$ cat config.mk
export PLATFORM = sky130hd
export DESIGN_NAME = cwc_clock_wait_ctrl
export DESIGN_NICKNAME = d
export VERILOG_FILES = /design/src/inc/cwc_pkg.sv /design/src/hw/cwc_wait_gen.sv /design/src/hw/cwc_clock_wait_ctrl.sv
export SDC_FILE = /design/constraint.sdc
export NUM_CORES = 1
export LEC_CHECK = 0
export ABC_AREA = 1
export ABC_CLOCK_PERIOD_IN_PS = 2700
export BUFFER_PORTS_ARGS = -buffer_cell sky130_fd_sc_hd__buf_2
export CAP_MARGIN = 20
export CORE_MARGIN = 3
export CORE_UTILIZATION = 53
export DETAILED_ROUTE_END_ITERATION = 10
export GPL_TIMING_DRIVEN = 0
export PLACE_DENSITY = 0.69
export SKIP_LAST_GASP = 1
export SYNTH_ARGS = -nofsm -noshare
export SYNTH_HDL_FRONTEND = slang
export SYNTH_HIERARCHICAL = 1
export SYNTH_SLANG_ARGS = --single-unit
$ cat constraint.sdc
create_clock -name i_ref_clk -period 2.7 [get_ports i_ref_clk]
set_input_delay 0.27 -clock i_ref_clk [delete_from_list [all_inputs] [get_ports i_ref_clk]]
set_output_delay 0.27 -clock i_ref_clk [all_outputs]
set_load 0.005 [all_outputs]
$ cat src/inc/cwc_pkg.sv
// Constants for the clock and wait-state control block.
// Assumes a single oscillator-rate clock and an 8-bit register port.
package cwc_pkg;
    // ************************************************
    // Register offsets
    // ************************************************
    localparam logic [2:0] CWC_OFS_STACK_PORT = 3'h3;
    localparam logic [2:0] CWC_OFS_DEV_CTRL = 3'h0;
    localparam logic [7:0] CWC_DEV_CTRL_RST = 8'h00;

    // ************************************************
    // Field positions of the device control register
    // ************************************************
    localparam int CWC_CPU_CLK_SEL_BIT = 7;
    localparam int CWC_XCVR_SEL_HI = 6;
    localparam int CWC_XCVR_SEL_LO = 5;
    localparam int CWC_IWAIT_HI = 4;
    localparam int CWC_IWAIT_LO = 3;
    localparam int CWC_DWAIT_HI = 2;
    localparam int CWC_DWAIT_LO = 0;

    // Transceiver clock source encodings
    localparam logic [1:0] CWC_XSEL_FULL = 2'h0;
    localparam logic [1:0] CWC_XSEL_HALF = 2'h1;
    localparam logic [1:0] CWC_XSEL_QUARTER = 2'h2;
    localparam logic [1:0] CWC_XSEL_EXT = 2'h3;

    // Stack geometry
    localparam int CWC_STACK_DEPTH = 16;
    localparam int CWC_STACK_PTR_W = 4;

    // Memory access state machine
    typedef enum logic [1:0] {
        CWC_ST_IDLE,
        CWC_ST_WAIT,
        CWC_ST_DONE
    } cwc_acc_state_t;
endpackage

$ cat src/hw/cwc_wait_gen.sv
// Wait-state sequencer for one memory port.
// Assumes requests are one-cycle pulses from the oscillator clock domain.
module cwc_wait_gen
    import cwc_pkg::*;
#(
    parameter int WAIT_W = 2
) (
    input wire logic i_ref_clk,
    input wire logic i_resetn,
    input wire logic i_cpu_tick,
    input wire logic i_req,
    input wire logic [WAIT_W-1:0] i_wait_count,
    output logic o_busy,
    output logic o_done
);
    import cwc_pkg::*;

    cwc_acc_state_t state_ff, nxt_state;
    logic [WAIT_W-1:0] cnt_ff, nxt_cnt;

    // ************************************************
    // Count one processor period per wait state
    // ************************************************
    always_comb begin
        nxt_state = state_ff;
        nxt_cnt = cnt_ff;
        case (state_ff)
            CWC_ST_IDLE: begin
                if (i_req) begin
                    nxt_cnt = i_wait_count;
                    nxt_state = CWC_ST_WAIT;
                end
            end
            CWC_ST_WAIT: begin
                if (i_cpu_tick) begin
                    if (cnt_ff == '0) begin
                        nxt_state = CWC_ST_DONE;
                    end else begin
                        nxt_cnt = cnt_ff - 1'b1;
                    end
                end
            end
            CWC_ST_DONE: begin
                nxt_state = CWC_ST_IDLE;
            end
            default: begin
                nxt_state = CWC_ST_IDLE;
            end
        endcase
    end

    // State registers
    always_ff @(posedge i_ref_clk or negedge i_resetn) begin
        if (!i_resetn) begin
            state_ff <= CWC_ST_IDLE;
            cnt_ff <= '0;
        end else begin
            state_ff <= nxt_state;
            cnt_ff <= nxt_cnt;
        end
    end

    // Handshake outputs
    assign o_busy = (state_ff == CWC_ST_WAIT);
    assign o_done = (state_ff == CWC_ST_DONE);
endmodule

$ cat src/hw/cwc_clock_wait_ctrl.sv
// Device control register, clock enables, wait states and byte stack.
// Assumes i_ref_clk is the oscillator clock; register port is 8 bits.
// The external transceiver clock arrives on a pin and is synchronised.
// Register strobes and memory requests come from the oscillator clock.
module cwc_clock_wait_ctrl
    import cwc_pkg::*;
#(
    parameter int DEPTH = cwc_pkg::CWC_STACK_DEPTH,
    parameter int PTR_W = cwc_pkg::CWC_STACK_PTR_W
) (
    input wire logic i_ref_clk,
    input wire logic i_resetn,
    input wire logic [2:0] i_reg_addr,
    input wire logic i_reg_wr,
    input wire logic i_reg_rd,
    input wire logic [7:0] i_reg_wdata,
    output logic [7:0] o_reg_rdata,
    input wire logic i_external_xcvr_clock_in,
    input wire logic i_imem_req,
    input wire logic i_dmem_req,
    output logic o_cpu_tick,
    output logic o_xcvr_clock,
    output logic o_imem_busy,
    output logic o_imem_done,
    output logic o_dmem_busy,
    output logic o_dmem_done,
    output logic o_stack_empty,
    output logic o_stack_full
);
    import cwc_pkg::*;

    // ************************************************
    // Register storage
    // ************************************************
    logic [7:0] dev_ctrl_ff;
    logic [7:0] stack_mem [DEPTH];
    logic [PTR_W:0] sp_ff, nxt_sp;
    logic [7:0] rdata_ff, nxt_rdata;
    logic div_ff;
    logic [2:0] xdiv_ff;
    logic ext_s1_ff, ext_s2_ff;
    logic xclk_ff, nxt_xclk;

    // Field decode
    wire logic cpu_half = dev_ctrl_ff[CWC_CPU_CLK_SEL_BIT];
    wire logic [1:0] xcvr_clock_select =
        dev_ctrl_ff[CWC_XCVR_SEL_HI:CWC_XCVR_SEL_LO];
    wire logic [1:0] instr_mem_wait_count =
        dev_ctrl_ff[CWC_IWAIT_HI:CWC_IWAIT_LO];
    wire logic [2:0] data_mem_wait_count =
        dev_ctrl_ff[CWC_DWAIT_HI:CWC_DWAIT_LO];

    // True when the register index selects the given register
    function automatic logic hit_reg(input logic [2:0] addr,
        input logic [2:0] ofs);
        hit_reg = (addr == ofs);
    endfunction

    // ************************************************
    // Address decode
    // ************************************************
    wire logic sel_ctrl = hit_reg(i_reg_addr, CWC_OFS_DEV_CTRL);
    wire logic sel_stack = hit_reg(i_reg_addr, CWC_OFS_STACK_PORT);
    // Full compares at PTR_W+1 bits, so the depth is not truncated
    wire logic stk_full = (sp_ff == (PTR_W+1)'(DEPTH));
    wire logic stk_empty = (sp_ff == '0);
    wire logic push = i_reg_wr && sel_stack && !stk_full;
    wire logic pop = i_reg_rd && sel_stack && !stk_empty;

    // ************************************************
    // Control register write
    // ************************************************
    always_ff @(posedge i_ref_clk or negedge i_resetn) begin
        if (!i_resetn) begin
            dev_ctrl_ff <= CWC_DEV_CTRL_RST;
        end else if (i_reg_wr && sel_ctrl) begin
            // Stack writes use their own index and never reach the fields
            dev_ctrl_ff <= i_reg_wdata;
        end
    end

    // ************************************************
    // Processor clock enable
    // ************************************************
    always_ff @(posedge i_ref_clk or negedge i_resetn) begin
        if (!i_resetn) begin
            div_ff <= 1'b0;
            xdiv_ff <= '0;
        end else begin
            div_ff <= ~div_ff;
            // Counter bits give the half and quarter rate waveforms
            xdiv_ff <= xdiv_ff + 3'h1;
        end
    end
    // At half rate the tick is high on every second oscillator edge
    assign o_cpu_tick = cpu_half ? div_ff : 1'b1;

    // ************************************************
    // Transceiver clock selection
    // ************************************************
    always_ff @(posedge i_ref_clk or negedge i_resetn) begin
        if (!i_resetn) begin
            ext_s1_ff <= 1'b0;
            ext_s2_ff <= 1'b0;
        end else begin
            // Only the second flop feeds the clock selector
            ext_s1_ff <= i_external_xcvr_clock_in;
            ext_s2_ff <= ext_s1_ff;
        end
    end

    // Full rate toggles each edge, a square wave at half the oscillator rate
    always_comb begin
        case (xcvr_clock_select)
            CWC_XSEL_FULL: nxt_xclk = ~xclk_ff;
            CWC_XSEL_HALF: nxt_xclk = xdiv_ff[1];
            CWC_XSEL_QUARTER: nxt_xclk = xdiv_ff[2];
            CWC_XSEL_EXT: nxt_xclk = ext_s2_ff;
            default: nxt_xclk = 1'b0;
        endcase
    end

    always_ff @(posedge i_ref_clk or negedge i_resetn) begin
        if (!i_resetn) begin
            xclk_ff <= 1'b0;
        end else begin
            // Registered so the transceiver never sees a select glitch
            xclk_ff <= nxt_xclk;
        end
    end
    assign o_xcvr_clock = xclk_ff;

    // ************************************************
    // Wait-state sequencers
    // ************************************************
    // Both ports count processor ticks, so half rate stretches every
    // wait state as well as the base access
    cwc_wait_gen #(.WAIT_W(2)) u_imem_wait (
        .i_ref_clk(i_ref_clk),
        .i_resetn(i_resetn),
        .i_cpu_tick(o_cpu_tick),
        .i_req(i_imem_req),
        .i_wait_count(instr_mem_wait_count),
        .o_busy(o_imem_busy),
        .o_done(o_imem_done)
    );

    cwc_wait_gen #(.WAIT_W(3)) u_dmem_wait (
        .i_ref_clk(i_ref_clk),
        .i_resetn(i_resetn),
        .i_cpu_tick(o_cpu_tick),
        .i_req(i_dmem_req),
        .i_wait_count(data_mem_wait_count),
        .o_busy(o_dmem_busy),
        .o_done(o_dmem_done)
    );

    // ************************************************
    // Byte stack behind the stack port
    // ************************************************
    // Overflowing pushes and underflowing pops are dropped; the pointer
    // has one spare bit so that full and empty stay distinct
    always_comb begin
        nxt_sp = sp_ff;
        if (push) begin
            nxt_sp = sp_ff + 1'b1;
        end else if (pop) begin
            nxt_sp = sp_ff - 1'b1;
        end
    end

    always_ff @(posedge i_ref_clk) begin
        if (push) begin
            stack_mem[sp_ff[PTR_W-1:0]] <= i_reg_wdata;
        end
    end

    always_ff @(posedge i_ref_clk or negedge i_resetn) begin
        if (!i_resetn) begin
            sp_ff <= '0;
        end else begin
            sp_ff <= nxt_sp;
        end
    end

    // Read data: top of stack on pop, control register at its own index
    // Unmapped indexes and an empty stack read back as zero
    always_comb begin
        nxt_rdata = rdata_ff;
        if (i_reg_rd) begin
            if (sel_ctrl) begin
                nxt_rdata = dev_ctrl_ff;
            end else if (pop) begin
                nxt_rdata = stack_mem[PTR_W'(sp_ff - 1'b1)];
            end else begin
                nxt_rdata = 8'h00;
            end
        end
    end

    always_ff @(posedge i_ref_clk or negedge i_resetn) begin
        if (!i_resetn) begin
            rdata_ff <= 8'h00;
        end else begin
            rdata_ff <= nxt_rdata;
        end
    end

    // ************************************************
    // Outputs
    // ************************************************
    assign o_reg_rdata = rdata_ff;
    assign o_stack_empty = stk_empty;
    assign o_stack_full = stk_full;
endmodule

Word-level counts from Yosys, hierarchy flattened
Memory sizes are Yosys's and may differ from the RTL's.
Cells that the tools add are included.
{ "totals": {"n_memories": 1, "ram_bits": 128, "elab_cells": 82, "reg_bits": 37, "input_bits": 18, "out_inout_bits": 16} }
{ "op_classes": {"n_mux": 24, "reduce_logical": 21, "n_eq_ne": 17, "bitwise": 2, "addsub": 5} }
{ "memory_table": {"columns": ["memory", "depth", "word_bits", "rd", "rd_clocked_by_memory_dff", "write_ports", "line", "source"], "rows": [
  ["stack_mem", 16, 8, 1, 0, 1, "cwc_clock_wait_ctrl.sv:36", "logic [7:0] stack_mem [DEPTH];"]
]} }
{ "op_table": {"columns": ["cell", "count"], "rows": [
  ["two-way mux 2 bit", 9],
  ["two-way mux 8 bit", 2],
  ["!= test 2 bit (second input constant)", 6],
  ["one-hot mux 2 bit (2 select lines)", 3],
  ["two-way mux 5 bit", 2],
  ["two-way mux 3 bit", 3],
  ["== test 2 bit (second input constant)", 4],
  ["logical NOT 2 bit", 4],
  ["AND reduction 4 bit", 2],
  ["== test 2 x 1 -> 1 bit (second input constant)", 3],
  ["logical NOT 3 bit", 2],
  ["one-hot mux 3 bit (2 select lines)", 1],
  ["AND reduction 3 bit", 2],
  ["nonzero test 2 bit", 3],
  ["adder 5 x 1 -> 5 bit (second input constant)", 1],
  ["== test 5 bit (second input constant)", 1],
  ["logical AND 1 bit", 5],
  ["logical NOT 5 bit", 1],
  ["subtractor 5 x 1 -> 5 bit (second input constant)", 1],
  ["!= test 2 x 1 -> 1 bit (second input constant)", 2],
  ["one-hot mux 1 bit (4 select lines)", 1],
  ["adder 3 x 1 -> 3 bit (second input constant)", 1],
  ["== test 3 x 2 -> 1 bit (second input constant)", 1],
  ["two-way mux 1 bit", 3],
  ["other kinds (4)", 6]
]} }

Depth between registers and ports, before layout
{ "logic_depth": {"depth_word": 5, "ltp_mapped": 15, "mapped_depth_nobuf": 11} }

By module
The synthesis kept the hierarchy.
{ "modules_own_cells": {"columns": ["module", "area_each_um2", "instances", "seq_area_each_um2", "cells_per_inst"], "rows": [
  ["cwc_clock_wait_ctrl", 6717.7, 1, 4544.4, 589],
  ["cwc_wait_gen (u_dmem_wait)", 331.6, 1, 125.1, 48],
  ["cwc_wait_gen (u_imem_wait)", 232.7, 1, 100.1, 34]
]} }

Worst setup path before layout
No wires, ideal clock.
{ "synth_path": {"path_kind": "reg2reg", "from": "reg sp_ff[0]", "to": "mem stack_mem[2][0], enable pin", "arrival_ns": 1.767, "path_stages_with_launch": 11, "required_ns": 2.330, "slack_ns": 0.562, "synth_period_minus_slack_ns": 2.138, "setup_ns": 0.370, "path_buffers": 3, "cell_sequence": "dfrtp_1 -> buf_6 -> inv_4 -> buf_6 -> buf_6 -> ha_1 -> nand2_4 -> o21ai_4 -> inv_4 -> nand2_1 -> nor2_1"} }
{ "synth_via": {"elab_chain_cells": 5} }
{ "synth_rtl": {"columns": ["item", "line", "source"], "rows": [
  ["start: declaration", "cwc_clock_wait_ctrl.sv:37", "logic [PTR_W:0] sp_ff, nxt_sp;"],
  ["start signal: assignment", "cwc_clock_wait_ctrl.sv:182", "sp_ff <= nxt_sp;"],
  ["== test 5 bit", "cwc_clock_wait_ctrl.sv:65", "wire logic stk_full = (sp_ff == (PTR_W+1)'(DEPTH));"],
  ["logical NOT 1 bit", "cwc_clock_wait_ctrl.sv:67", "wire logic push = i_reg_wr && sel_stack && !stk_full;"],
  ["logical AND 1 bit", "cwc_clock_wait_ctrl.sv:67", null],
  ["two-way mux 1 bit", "cwc_clock_wait_ctrl.sv:173", "if (push) begin"],
  ["two-way mux 1 bit (implied by the code)", "cwc_clock_wait_ctrl.sv:174", "stack_mem[sp_ff[PTR_W-1:0]] <= i_reg_wdata;"],
  ["end: declaration", "cwc_clock_wait_ctrl.sv:36", null]
]} }
Parallel ways exist; a longest one is shown, timed or not.

Worst setup path in the final report
{ "layout_path": {"from": "reg sp_ff[0]", "to": "mem stack_mem[14][3], enable pin"} }
The elaborated chain is that of the path after synthesis.

==> run summary <==
DRT
---------------------------------------------------------------------------------
Via-per-instance ratio                                                      5.380
Final Routed Wirelength                                                 15,970 um
Detail Route Antenna Nets                                                       0
DR pass1 iterations                                                             5
Total number of vias                                                        4,907
DRC                                                                             0
Average wire per cell in the routed design                               17.52 um
Violation count after the first detailed-routing iteration                    427

CRITICAL PATH
---------------------------------------------------------------------------------
Largest driver fanout on the critical path                                     12
Flop-to-flop setup slack                                                  0.05 ns
WS Path Type                                                           reg -> reg
Worst path arrival time                                                   2.71 ns
Crit start category                                                     flip-flop
End of the worst register-to-register path                           stack_mem[14][3]$_DFFE_PP_
Critical path data required time                                          2.76 ns
Reg-to-Reg Start                                                     sp_ff[0]$_DFFE_PN0P_
Worst reg-to-reg path cell count                                               10
Critical Path Sink Type                                                 flip-flop

GLOBAL ROUTE
---------------------------------------------------------------------------------
Via count of the first global-routing pass                                  4,677
Largest net degree at the start of global routing                              38
GRT Util Overall                                                           22.74%
Most heavily used metal layer in global routing                              met2
Antenna violations before repair                                                0
Routing usage on met1                                                      32.79%
Grt met2 use                                                               34.45%
Congestion Overflow GR                                                          0
GR Util met3                                                               5.306%
First-pass GRT wire length                                              25,530 um

TIMING
---------------------------------------------------------------------------------
Final Skew                                                            0.009125 ns
Highest achievable clock rate                                           377.3 MHz
Number of max-slew violations in the final report                               0
Final cycle utilization of the critical path                               98.16%
Min Tclk post-route                                                      2.650 ns
Count of endpoints failing setup in the final report                            0
Hold violation total from the final report                                      0
Final TNS setup                                                              0 ns
Worst Tran Pin Value                                                    0.8358 ns
Least setup slack across all paths after layout                        0.04962 ns
Worst slew margin relative to its limit                                    44.28%
Setup repair after global routing missed its margin                           yes

OUTCOME
---------------------------------------------------------------------------------
Result of the run                                                    complete, no violations

POWER AND IR DROP
---------------------------------------------------------------------------------
Worst supply voltage drop on vdd                                        0.6006 mV
Power Dens Cells                                                     1093 nW/um^2
Leak                                                                     3.395 nW

LOGIC SYNTHESIS
---------------------------------------------------------------------------------
Number of synthesized register bits                                           165
Dominant combinational cell family by area after synthesis           simple AND/OR/NAND/NOR gates
Netlist area before placement                                          7282 sq um
Number of unique standard cell types used by synthesis                         35
Area share of fa/ha/maj cells after synthesis                              1.546%
Simple-gate portion of the synthesized area                                23.04%
Sequential fraction of the synthesis area                                  65.50%
Number of enable flip-flop cells after synthesis                              128
Synth warn                                                                      6
Top cells by area in the synthesized netlist                         sky130_fd_sc_hd__edfxtp_1, sky130_fd_sc_hd__dfrtp_1, sky130_fd_sc_hd__nand2_1, sky130_fd_sc_hd__nand3_1, sky130_fd_sc_hd__nor2_1
Top cell type's share of synthesized area                                  52.78%
Synthesized area divided by synthesized cell count                    10.85 sq um
Gate count after technology mapping                                           671
Xor/xnor cell area share of the yosys netlist                             0.7216%
Cell taking the most area after synthesis                            sky130_fd_sc_hd__edfxtp_1
Post-synthesis mux area share                                              1.082%
Nets in the synthesized netlist                                               698
Asr flop ratio synth                                                       22.42%
Dominant synthesized flop cell                                       sky130_fd_sc_hd__edfxtp_1
Synth Area in Compound Gates                                               2.612%

JOB
---------------------------------------------------------------------------------
Number of violations of the max-capacitance limit                               0

LAYOUT
---------------------------------------------------------------------------------
Ant diodes                                                                      0
Area added between synthesis and finish                                    13.61%
Fraction of layout instances using a drive strength above 1                17.12%
NumNets Final                                                                 751
Number of fill cells                                                        1,077

FLOORPLAN
---------------------------------------------------------------------------------
IO Pins                                                                        34
Placeable core area                                                  13,350 sq um
Std-Cell Rows                                                                  42
Overall die height                                                       123.2 um
Initial standard-cell utilization of the core                              54.56%
Width of the die                                                         123.2 um
Die Area                                                             15,180 sq um

CTS
---------------------------------------------------------------------------------
Post CTS Setup Buffer Count                                                     0
Max Root-Sink Buffers                                                           2
Clock slew seen by the registers of the worst setup and hold paths        0.07 ns
Latest clock arrival within the worst-skew pair                           0.43 ns
TritonCTS clock tree                                                          yes
Clock Tree Root                                                      sky130_fd_sc_hd__clkbuf_16
Count of clock tree sinks                                                     165
Number of levels in the clock H-tree                                            4
Number of buffers inserted during clock tree synthesis                         17

PLACEMENT
---------------------------------------------------------------------------------
Port Buf Inserts                                                               32
Half-perimeter wire length of the detailed placement result             11,060 um
Pre-CTS WS                                                             0.08854 ns
Placer congestion estimate                                                 0.9789

MIN PATH
---------------------------------------------------------------------------------
Startpoint of the most critical hold path                              i_imem_req
Sink of the worst hold path                                          u_imem_wait/state_ff[1]$_DFFE_PN0P_
Count of cells along the worst hold path                                        5
Type of the most critical hold path                                     in -> reg

power breakdown:
group | leakage (nW) | internal [W] | switching [W] | total (W)
clock | 0.280 | 0.00136 | 0.00101 | 0.00237
combinational | 1.51 | 0.00124 | 0.00239 | 0.00363
sequential | 1.60 | 0.00291 | 0.000129 | 0.00304
total | 3.40 | 0.00552 | 0.00352 | 0.00904
registers in the layout (all words and copies together) (netlist names):
| register | flops |
|---|---|
| sp_ff | 5 |
| ext_s1_ff | 1 |
| div_ff | 1 |
| u_dmem_wait/cnt_ff | 3 |
| o_xcvr_clock | 1 |
| u_dmem_wait/state_ff | 2 |
| ext_s2_ff | 1 |
| u_imem_wait/state_ff | 2 |
| xdiv_ff | 3 |
| u_imem_wait/cnt_ff | 2 |
| stack_mem | 128 |
| dev_ctrl_ff | 8 |
| o_reg_rdata | 8 |
through the flow:
step	utilization, %	area (sq um)	instances	power, W	hold WS, ns
after global routing	61.98	8273	912	0.009606	0.2328
final	61.98	8273	912	0.009043	0.2035
after CTS	61.87	8258	912	0.009044	0.1937
after floorplan	-	7282	671	0.005660	-0.02559
after detailed placement	57.41	7662	879	0.006686	0.3503
after global placement	57.41	7662	879	0.006595	0.3463
worst max-delay path, stage by stage (launching register included):
cell and delay [ns]:
sky130_fd_sc_hd__dfrtp_1 0.41, sky130_fd_sc_hd__buf_6 0.15, sky130_fd_sc_hd__inv_4 0.04, sky130_fd_sc_hd__buf_6 0.14, sky130_fd_sc_hd__buf_6 0.16, sky130_fd_sc_hd__ha_1 0.27, sky130_fd_sc_hd__nand2_4 0.11, sky130_fd_sc_hd__o21ai_4 0.12
sky130_fd_sc_hd__inv_4 0.11, sky130_fd_sc_hd__nand2_1 0.15, sky130_fd_sc_hd__nor2_1 0.60
placed cells by master, fill, tap and decap left out, types with 2 or more instances in the layout:
master and count:
sky130_fd_sc_hd__nand2_1 200, sky130_fd_sc_hd__buf_2 43, sky130_fd_sc_hd__clkbuf_1 3, sky130_fd_sc_hd__nand2_2 6, sky130_fd_sc_hd__dfrtp_1 37, sky130_fd_sc_hd__o21ai_0 10
sky130_fd_sc_hd__nand2_4 3, sky130_fd_sc_hd__dlygate4sd3_1 2, sky130_fd_sc_hd__mux2_2 7, sky130_fd_sc_hd__xor2_1 5, sky130_fd_sc_hd__inv_1 37, sky130_fd_sc_hd__nor2_1 33
sky130_fd_sc_hd__buf_6 10, sky130_fd_sc_hd__a21oi_1 10, sky130_fd_sc_hd__clkbuf_16 17, sky130_fd_sc_hd__clkinv_1 3, sky130_fd_sc_hd__inv_4 3, sky130_fd_sc_hd__bufinv_16 2
sky130_fd_sc_hd__edfxtp_1 128, sky130_fd_sc_hd__ha_1 9, sky130_fd_sc_hd__inv_2 3, sky130_fd_sc_hd__inv_6 5, sky130_fd_sc_hd__o21ai_1 6, sky130_fd_sc_hd__buf_4 3
sky130_fd_sc_hd__nor2_4 2, sky130_fd_sc_hd__nand3_1 124, sky130_fd_sc_hd__nor2_2 8, sky130_fd_sc_hd__clkinv_4 3
cells in the mapped netlist (all sizes together), types with 2 or more instances:
library cell	number
inv	44
clkbuf	3
ha	9
nand3	124
a21oi	11
edfxtp	128
o21ai	17
dfrtp	37
nor2	44
nand2	210
o211ai	2
xor2	5
mux2	7
buf	25
metal layers:
layer / vias up / routed length [um]
met2: 165 / 7424
met1: 2339 / 7071
met5: - / 0
met3: 24 / 1156
met4: 0 / 321
li1: 2379 / -
what timing repair did:
action,CTS,global route
hold buffers,2,0
hold endpoints to repair,38,0
resized for setup,0,6
setup endpoints to repair,0,104
cells by family after synthesis:
kind of cell / count (synthesis)
DFF: 165
adders and majority gates: 9
muxes: 7
buffers and inverters: 73
and+or+nand+nor: 380
AOI/OAI and AO/OA: 31
xor gates and xnor gates: 6
final cells by class:
type / instances / area [sq um] / area share [%]
plain buffers: 28 / 216.5 / 2.616
well taps: 176 / 220.2 / 2.662
repair buffers: 34 / 180.2 / 2.178
clock inverters: 14 / 150.1 / 1.815
clock buffers: 17 / 425.4 / 5.142
flip-flops and latches: 165 / 4770 / 57.65
multi-input cells: 433 / 2127 / 25.71
inverters: 45 / 183.9 / 2.223
how the worst max path moves through the flow:
| stage | start | to | slack (ns) | cells past startpoint |
|---|---|---|---|---|
| 6_report | sp_ff[0]$_DFFE_PN0P_ | stack_mem[14][3]$_DFFE_PP_ | 0.05 | 10 |
| 5_1_grt | sp_ff[0]$_DFFE_PN0P_ | stack_mem[9][5]$_DFFE_PP_ | -0.08 | 10 |
| 4_1_cts | sp_ff[0]$_DFFE_PN0P_ | stack_mem[6][7]$_DFFE_PP_ | 0.08 | 10 |
| 3_5_place_dp | sp_ff[0]$_DFFE_PN0P_ | stack_mem[6][7]$_DFFE_PP_ | 0.09 | 10 |
| 3_3_place_gp | sp_ff[0]$_DFFE_PN0P_ | stack_mem[7][3]$_DFFE_PP_ | 0.12 | 10 |
| 2_1_floorplan | sp_ff[0]$_DFFE_PN0P_ | stack_mem[2][0]$_DFFE_PP_ | 0.56 | 10 |
No activity file was read; power rests on OpenSTA's default activity.
